==> src/tpg_pkg.sv <==
package tpg_pkg;

    // ****************************************
    // Register map
    // ****************************************
    localparam logic [3:0] TPG_OFS_LATCH   = 4'h0;
    localparam logic [3:0] TPG_OFS_DIR     = 4'h4;
    localparam logic [3:0] TPG_OFS_PULLUP  = 4'h8;
    localparam logic [3:0] TPG_OFS_STANDBY = 4'hc;
    localparam logic [3:0] TPG_OFS_RMW     = 4'h0;

    // ****************************************
    // Field layout
    // ****************************************
    localparam int         TPG_PIN_LO      = 1;
    localparam int         TPG_PIN_HI      = 2;
    localparam logic [7:0] TPG_PIN_MASK    = 8'h06;
    localparam int         TPG_SPL_BIT     = 0;
    localparam int         TPG_STOP_BIT    = 1;
    localparam int         TPG_WATCH_BIT   = 2;

    // ****************************************
    // Reset values
    // ****************************************
    localparam logic [7:0] TPG_RST_LATCH   = 8'h00;
    localparam logic [7:0] TPG_RST_DIR     = 8'h00;
    localparam logic [7:0] TPG_RST_PULLUP  = 8'h00;
    localparam logic [2:0] TPG_RST_STANDBY = 3'h0;

    localparam logic [1:0] TPG_RESP_OKAY   = 2'h0;
    localparam logic [1:0] TPG_RESP_SLVERR = 2'h2;

    typedef struct packed {
        logic [1:0] oe;
        logic [1:0] out;
        logic [1:0] pu;
    } tpg_pad_s;

endpackage

==> src/tpg_pad.sv <==
`timescale 1ns/1ps
module tpg_pad
    import tpg_pkg::*;
(
    input  wire logic dir,
    input  wire logic latch,
    input  wire logic pu_sel,
    input  wire logic pin_in,
    input  wire logic float_en,
    output logic      oe,
    output logic      out,
    output logic      pu,
    output logic      in_gated
);
    // ****************************************
    // One pin cell
    // ****************************************
    assign oe       = dir & ~float_en;
    assign out      = latch;
    assign pu       = pu_sel & ~float_en & ~(oe & ~latch);
    assign in_gated = pin_in & ~float_en;
endmodule

==> src/tpg_port.sv <==
`timescale 1ns/1ps
// How it works
// - Direction one drives pin from latch
// - Output pin shows latch bit
// - Latch write appears on output pins
// - Output pin read returns latch
// - Direction zero makes pin input
// - Input pin latch writes stored only
// - Input read gives pin, RMW latch
// - Peripheral inputs still read pin level
// - Reset clears all direction bits
// - Standby float: Hi-Z, input low
// - No float: configuration and level kept
// - Pull-up bit connects pull-up
// - Driving low disconnects pull-up
// - Pins sit at bits two, one
// - Pin levels go to position triggers
module tpg_port
    import tpg_pkg::*;
(
    input  wire logic        clk,
    input  wire logic        rst,
    input  wire logic [3:0]  s_axi_awaddr,
    input  wire logic        s_axi_awvalid,
    output logic             s_axi_awready,
    input  wire logic [31:0] s_axi_wdata,
    input  wire logic [3:0]  s_axi_wstrb,
    input  wire logic        s_axi_wvalid,
    output logic             s_axi_wready,
    output logic [1:0]       s_axi_bresp,
    output logic             s_axi_bvalid,
    input  wire logic        s_axi_bready,
    input  wire logic [4:0]  s_axi_araddr,
    input  wire logic        s_axi_arvalid,
    output logic             s_axi_arready,
    output logic [31:0]      s_axi_rdata,
    output logic [1:0]       s_axi_rresp,
    output logic             s_axi_rvalid,
    input  wire logic        s_axi_rready,
    input  wire logic        stop_mode,
    input  wire logic        watch_mode,
    input  wire logic [1:0]  pin_in,
    output tpg_pad_s         pad,
    output logic             position_trigger_one,
    output logic             position_trigger_two
);
    // ****************************************
    // Registers
    // ****************************************
    logic [7:0]  port_output_latch_r;
    logic [7:0]  port_direction_r;
    logic [7:0]  port_pullup_enable_r;
    logic        standby_pin_state_sel_r;
    logic [3:0]  aw_addr_r;
    logic [31:0] w_data_r;
    logic [3:0]  w_strb_r;
    logic        aw_have_r;
    logic        w_have_r;

    // ****************************************
    // Write path
    // ****************************************
    wire       aw_take  = s_axi_awvalid & s_axi_awready;
    wire       w_take   = s_axi_wvalid & s_axi_wready;
    wire       wr_go    = aw_have_r & w_have_r & ~s_axi_bvalid;
    wire       wr_lo    = w_strb_r[0];
    wire [7:0] wbyte    = w_data_r[7:0] & TPG_PIN_MASK;
    wire       wr_latch = wr_go & wr_lo & (aw_addr_r == TPG_OFS_LATCH);
    wire       wr_dir   = wr_go & wr_lo & (aw_addr_r == TPG_OFS_DIR);
    wire       wr_pu    = wr_go & wr_lo & (aw_addr_r == TPG_OFS_PULLUP);
    wire       wr_stby  = wr_go & wr_lo & (aw_addr_r == TPG_OFS_STANDBY);
    wire       wr_hit   = (aw_addr_r == TPG_OFS_LATCH) | (aw_addr_r == TPG_OFS_DIR)
                        | (aw_addr_r == TPG_OFS_PULLUP) | (aw_addr_r == TPG_OFS_STANDBY);

    always_ff @(posedge clk or posedge rst) begin
        if (rst) begin
            aw_have_r     <= 1'b0;
            w_have_r      <= 1'b0;
            aw_addr_r     <= 4'h0;
            w_data_r      <= 32'h0;
            w_strb_r      <= 4'h0;
            s_axi_awready <= 1'b0;
            s_axi_wready  <= 1'b0;
            s_axi_bvalid  <= 1'b0;
            s_axi_bresp   <= TPG_RESP_OKAY;
        end else begin
            s_axi_awready <= ~aw_have_r & ~aw_take & ~s_axi_bvalid;
            s_axi_wready  <= ~w_have_r & ~w_take & ~s_axi_bvalid;
            if (aw_take) begin
                aw_have_r <= 1'b1;
                aw_addr_r <= s_axi_awaddr;
            end
            if (w_take) begin
                w_have_r <= 1'b1;
                w_data_r <= s_axi_wdata;
                w_strb_r <= s_axi_wstrb;
            end
            if (wr_go) begin
                aw_have_r    <= 1'b0;
                w_have_r     <= 1'b0;
                s_axi_bvalid <= 1'b1;
                s_axi_bresp  <= wr_hit ? TPG_RESP_OKAY : TPG_RESP_SLVERR;
            end else if (s_axi_bvalid & s_axi_bready) begin
                s_axi_bvalid <= 1'b0;
            end
        end
    end

    always_ff @(posedge clk or posedge rst) begin
        if (rst) begin
            port_output_latch_r     <= TPG_RST_LATCH;
            port_direction_r        <= TPG_RST_DIR;
            port_pullup_enable_r    <= TPG_RST_PULLUP;
            standby_pin_state_sel_r <= TPG_RST_STANDBY[TPG_SPL_BIT];
        end else begin
            if (wr_latch) port_output_latch_r <= wbyte;
            if (wr_dir) port_direction_r <= wbyte;
            if (wr_pu) port_pullup_enable_r <= wbyte;
            if (wr_stby) standby_pin_state_sel_r <= w_data_r[TPG_SPL_BIT];
        end
    end

    // ****************************************
    // Pin cells
    // ****************************************
    wire       float_en = standby_pin_state_sel_r & (stop_mode | watch_mode);
    logic [1:0] oe_c;
    logic [1:0] out_c;
    logic [1:0] pu_c;
    logic [1:0] in_c;
    tpg_pad_s   pad_r;
    logic [1:0] in_r;

    for (genvar i = 0; i < 2; i++) begin : g_pin
        tpg_pad u_pad (
            .dir      (port_direction_r[TPG_PIN_LO + i]),
            .latch    (port_output_latch_r[TPG_PIN_LO + i]),
            .pu_sel   (port_pullup_enable_r[TPG_PIN_LO + i]),
            .pin_in   (pin_in[i]),
            .float_en (float_en),
            .oe       (oe_c[i]),
            .out      (out_c[i]),
            .pu       (pu_c[i]),
            .in_gated (in_c[i])
        );
    end

    always_ff @(posedge clk or posedge rst) begin
        if (rst) begin
            pad_r                <= '0;
            in_r                 <= 2'h0;
            position_trigger_one <= 1'b0;
            position_trigger_two <= 1'b0;
        end else begin
            pad_r                <= '{oe: oe_c, out: out_c, pu: pu_c};
            in_r                 <= in_c;
            position_trigger_one <= in_c[0];
            position_trigger_two <= in_c[1];
        end
    end
    assign pad = pad_r;

    // ****************************************
    // Read path
    // ****************************************
    wire       ar_take = s_axi_arvalid & s_axi_arready;
    wire [3:0] ar_off  = {s_axi_araddr[3:2], 2'b00};
    wire       ar_rmw  = s_axi_araddr[4];
    wire [7:0] pin_rd  = {5'h0, in_r, 1'b0};
    wire [7:0] dir_m   = port_direction_r & TPG_PIN_MASK;
    wire [7:0] data_rd = ar_rmw ? port_output_latch_r
                       : (dir_m & port_output_latch_r) | (~dir_m & pin_rd);
    wire [7:0] rd_byte = (ar_off == TPG_OFS_LATCH)   ? data_rd
                       : (ar_off == TPG_OFS_DIR)     ? port_direction_r
                       : (ar_off == TPG_OFS_PULLUP)  ? port_pullup_enable_r
                       : (ar_off == TPG_OFS_STANDBY) ? {5'h0, watch_mode, stop_mode,
                                                        standby_pin_state_sel_r}
                       : 8'h00;
    wire       rd_hit  = ~ar_rmw | (ar_off == TPG_OFS_RMW);

    always_ff @(posedge clk or posedge rst) begin
        if (rst) begin
            s_axi_arready <= 1'b0;
            s_axi_rvalid  <= 1'b0;
            s_axi_rdata   <= 32'h0;
            s_axi_rresp   <= TPG_RESP_OKAY;
        end else begin
            s_axi_arready <= ~s_axi_rvalid & ~ar_take;
            if (ar_take) begin
                s_axi_rvalid <= 1'b1;
                s_axi_rdata  <= rd_hit ? {24'h0, rd_byte} : 32'h0;
                s_axi_rresp  <= rd_hit ? TPG_RESP_OKAY : TPG_RESP_SLVERR;
            end else if (s_axi_rready) begin
                s_axi_rvalid <= 1'b0;
            end
        end
    end

    // ****************************************
    // Checks
    // ****************************************
    property p_drive;
        @(posedge clk) disable iff (rst)
        (port_direction_r[TPG_PIN_LO] & ~float_en) |=> pad.oe[0] && pad.out[0] == $past(port_output_latch_r[TPG_PIN_LO]);
    endproperty
    a_drive: assert property (p_drive) else $error("output pin not driven");

    property p_input;
        @(posedge clk) disable iff (rst)
        ~port_direction_r[TPG_PIN_HI] |=> ~pad.oe[1];
    endproperty
    a_input: assert property (p_input) else $error("input pin driven");

    property p_float;
        @(posedge clk) disable iff (rst)
        float_en |=> pad.oe == 2'h0 && pad.pu == 2'h0 && in_r == 2'h0;
    endproperty
    a_float: assert property (p_float) else $error("standby float broken");

    property p_keep;
        @(posedge clk) disable iff (rst)
        (~standby_pin_state_sel_r & (stop_mode | watch_mode))
        |=> pad.oe == $past(port_direction_r[TPG_PIN_HI:TPG_PIN_LO])
            && pad.out == $past(port_output_latch_r[TPG_PIN_HI:TPG_PIN_LO]);
    endproperty
    a_keep: assert property (p_keep) else $error("standby changed pins");

    property p_pulow;
        @(posedge clk) disable iff (rst)
        (pad.oe[0] & ~pad.out[0]) |-> ~pad.pu[0];
    endproperty
    a_pulow: assert property (p_pulow) else $error("pull-up on low output");

    property p_rdout;
        @(posedge clk) disable iff (rst)
        (ar_take & ~ar_rmw & ar_off == TPG_OFS_LATCH & port_direction_r[TPG_PIN_LO])
        |=> s_axi_rvalid && s_axi_rdata[TPG_PIN_LO] == $past(port_output_latch_r[TPG_PIN_LO]);
    endproperty
    a_rdout: assert property (p_rdout) else $error("output read not latch");

    property p_rmw;
        @(posedge clk) disable iff (rst)
        (ar_take & ar_rmw & ar_off == TPG_OFS_RMW)
        |=> s_axi_rdata[7:0] == $past(port_output_latch_r);
    endproperty
    a_rmw: assert property (p_rmw) else $error("rmw read not latch");

    property p_unused;
        @(posedge clk) disable iff (rst)
        s_axi_rvalid |-> s_axi_rdata[31:8] == 24'h0 && (port_direction_r & ~TPG_PIN_MASK) == 8'h0;
    endproperty
    a_unused: assert property (p_unused) else $error("unused bits nonzero");

    property p_trig;
        @(posedge clk) disable iff (rst)
        1'b1 |=> position_trigger_two == $past(in_c[1]);
    endproperty
    a_trig: assert property (p_trig) else $error("trigger not following pin");

    c_write: cover property (@(posedge clk) disable iff (rst) wr_latch);
    c_float: cover property (@(posedge clk) disable iff (rst) float_en);
    c_rmw:   cover property (@(posedge clk) disable iff (rst) ar_take & ar_rmw);
endmodule
==> config.mk <==
export PLATFORM = sky130hd
export DESIGN_NAME = tpg_port
export DESIGN_NICKNAME = d
export VERILOG_FILES = /design/src/tpg_pkg.sv /design/src/tpg_pad.sv /design/src/tpg_port.sv
export SDC_FILE = /design/constraint.sdc
export NUM_CORES = 1
export LEC_CHECK = 0
export BUFFER_PORTS_ARGS = -buffer_cell sky130_fd_sc_hd__buf_2
export CORE_ASPECT_RATIO = 0.7
export CORE_MARGIN = 1
export CORE_UTILIZATION = 39
export CTS_BUF_LIST = sky130_fd_sc_hd__clkbuf_8
export CTS_CLUSTER_SIZE = 8
export DETAILED_ROUTE_END_ITERATION = 6
export MAX_ROUTING_LAYER = met4
export PLACE_DENSITY = 0.74
export SYNTH_ARGS = -nofsm -noshare
export SYNTH_HDL_FRONTEND = slang
export SYNTH_SLANG_ARGS = --single-unit
export TNS_END_PERCENT = 1
==> constraint.sdc <==
create_clock -name clk -period 1.2 [get_ports clk]
set_input_delay 0.18 -clock clk [delete_from_list [all_inputs] [get_ports clk]]
set_output_delay 0.18 -clock clk [all_outputs]
set_load 0.005 [all_outputs]
==> reports/metrics.cfg <==
[sta]
hold_violations=0
slew_violations=0
min_period_ps=1263
finalCritPeriodShare_pct=105.2
finalSetupViolations=7
finalClockSkew_ps=1.122
rsz0062_at_grt=true
fmax_mhz=792.0
holdWs_ps=87.23
timing.final.ws_setup_ps=-62.64

[synth]
netlist_instances=142
synth_flop_cell=dfrtp_1
synth-seq-cells=35
yosys.area.top_type_share_pct=52.71
synth_edf_count=0
synth_async_sr_flop_share_pct=100.0
synth_cell_types=29
syn_area_per_cell_um2=11.70
synthMostInstantiatedCell=dfrtp_1
synthTopCellsByArea=dfrtp_1, buf_4, mux2_2
yosys_warnings=0
yosysTopAreaCell=dfrtp_1
netlist_area_mm2=0.001662
synthTopCellsByCount=dfrtp_1, buf_4, mux2_2
seq_area_frac_synth_pct=52.71

[clock_tree]
insertion_delay_ps=270
htree_levels=2
clk_pin_slew_ps=60
clockRootBuffer=clkbuf_8
cts.sinks=35
cts_buffer_depth=2
post-cts-setup-buffers=0
cts_tree=done
cts_buffers=5

[place]
place_ws_ps=-101.1
gp_congestion=0.7448
hpwl_um=2152
port-buffer-count=39

[final_layout]
diodes=0
fin_nets=252
layout-drive-gt1-share_pct=39.59
area_delta_synth_final_pct=20.11

[global_route]
grtUsageTotal_pct=14.18
grt_overflow=0
grt_max_degree=36
grt_pass1_wl_um=4554
grt_pass1_vias=957
grt_antenna_before_repair=0

[drt]
ant_nets=0
drt_iter0_drc=46
routedWlPerCell_um=11.10
drc=0
viasPerCell=4.301
wirelength_um=2765
vias=1071
drt_first_pass_iters=4

[pwr]
p_leak_nw=1.044
cellPowerDensity_mw_per_mm2=1982
ir_worst_vdd_v=0.0006925

[worst_hold_path]
worstHoldPathType=input pin to flop

[floorplanning]
die_h_um=56.61
die_w_um=80.02
fp-row-count=19
io_pins=105
die_area_mm2=0.004530
start_util_pct=41.60
coreArea_mm2=0.003994

[critical_path]
startpoint_type=flop
cp_max_fo=5
cp_slowest_cell=dfrtp_1
crit_path_end_kind=flop
crit_family=simple AND/OR/NAND/NOR gates
crit_end=port_direction_r[1]
path_depth=3
reg2reg_slack_ps=-60
r2r_start=s_axi_bvalid
reg2reg_depth=3
worst_ep_required_time_ps=1360
crit_start=s_axi_bvalid
cp_data_arrival_time_ps=1420
crit_chain=and3b_2, nand4_1, mux2_2
crit_buf_inv=0
slowest_delay_ps=380
crit_type=flop to flop
r2r-end=port_direction_r[1]

[run]
maxCapViolCount=0

[outcome]
status=finished with violations
violations=setup timing

## what timing repair did
item                                    4_1_cts  5_1_grt
hold endpoints to repair                     35        0
pin swaps                                     0        1
resized for setup                             2        1
endpoints found under the setup margin        8        9
hold buffers                                  1        0
## how the worst min path moves through the flow
stage,slack [ps],cells after the start,endpoint,start
floorplan,270,1,s_axi_arready,s_axi_arvalid
global placement,240,3,s_axi_wready,rst
detailed placement,240,3,s_axi_wready,rst
CTS,70,2,s_axi_rvalid,s_axi_rready
global route,70,2,s_axi_awready,s_axi_awvalid
finish,90,2,s_axi_awready,s_axi_awvalid
## routing by layer
| metal | vias up | wire length, um | GRT usage [%] |
|---|---|---|---|
| met2 | 27 | 1219 | 18.44 |
| met3 | 2 | 143 | 6.179 |
| met4 | 0 | 27 | 4.592 |
| li1 | 539 | - | - |
| met5 | - | 0 | - |
| met1 | 503 | 1374 | 19.64 |
## report_power, final
part,total (W),leakage (nW),switching (W),internal (W)
registers,0.00189,0.442,0.000279,0.00161
clock network,0.000893,0.0557,0.000378,0.000515
logic,0.00118,0.546,0.000494,0.000681
## flip-flops by register name (all words and copies together) (netlist names), 2 cells and up
signal and flops:
pad 6, aw_addr_r 4, s_axi_rdata 3, w_data_r 3, in_r 2, port_direction_r 2
port_output_latch_r 2, port_pullup_enable_r 2
## placed cells by master, fill, tap and decap left out, types with 2 or more instances in the layout
master / instances
nor2_1: 3
a21oi_1: 6
mux2_2: 16
dfrtp_1: 35
or3b_1: 2
and3_1: 2
clkbuf_8: 7
conb_1: 31
inv_1: 5
buf_4: 10
o21ai_0: 7
and2_1: 4
a211oi_1: 2
mux2i_1: 2
buf_2: 39
nand4_1: 4
nand2_1: 4
nor2b_1: 2
## kinds of logic (layout without fill, tap and decap cells)
family,Yosys count,count (layout),synth area share (%)
and+or+nand+nor,27,27,9.714
other,1,31,0.2257
buffers and inverters,38,63,16.11
muxes,18,18,12.05
DFF,35,35,52.71
AOI/OAI and AO/OA,23,23,9.187
## final cells by class
cell class              count  area [um2]
clock buffers               7       96.34
clock inverters             1       3.754
fillers                   382        1998
inverters                   4       15.01
multi-input cells          99       639.4
flip-flops and latches     35       875.8
well taps                  52       65.06
repair buffers             51       300.3
## metrics by stage
step,setup TNS [ps],instances,power (W),utilization (%),cell area [um2]
floorplan,-595.0,172,0.002597,-,1774
global placement,-367.8,240,0.003028,46.99,1877
detailed placement,-543.4,240,0.003083,46.99,1877
CTS,-378.6,249,0.004010,49.84,1991
global route,-790.2,249,0.004256,49.97,1996
finish,-353.4,249,0.003955,49.97,1996
## worst register-to-register path, delay by kind of cell (launching register included)
kind / cells / cell delay, ps
AND/OR/NAND/NOR: 2 / 460
flip-flops: 1 / 380
multiplexers: 1 / 310
Note: power is estimated with default switching activity, not from simulation.
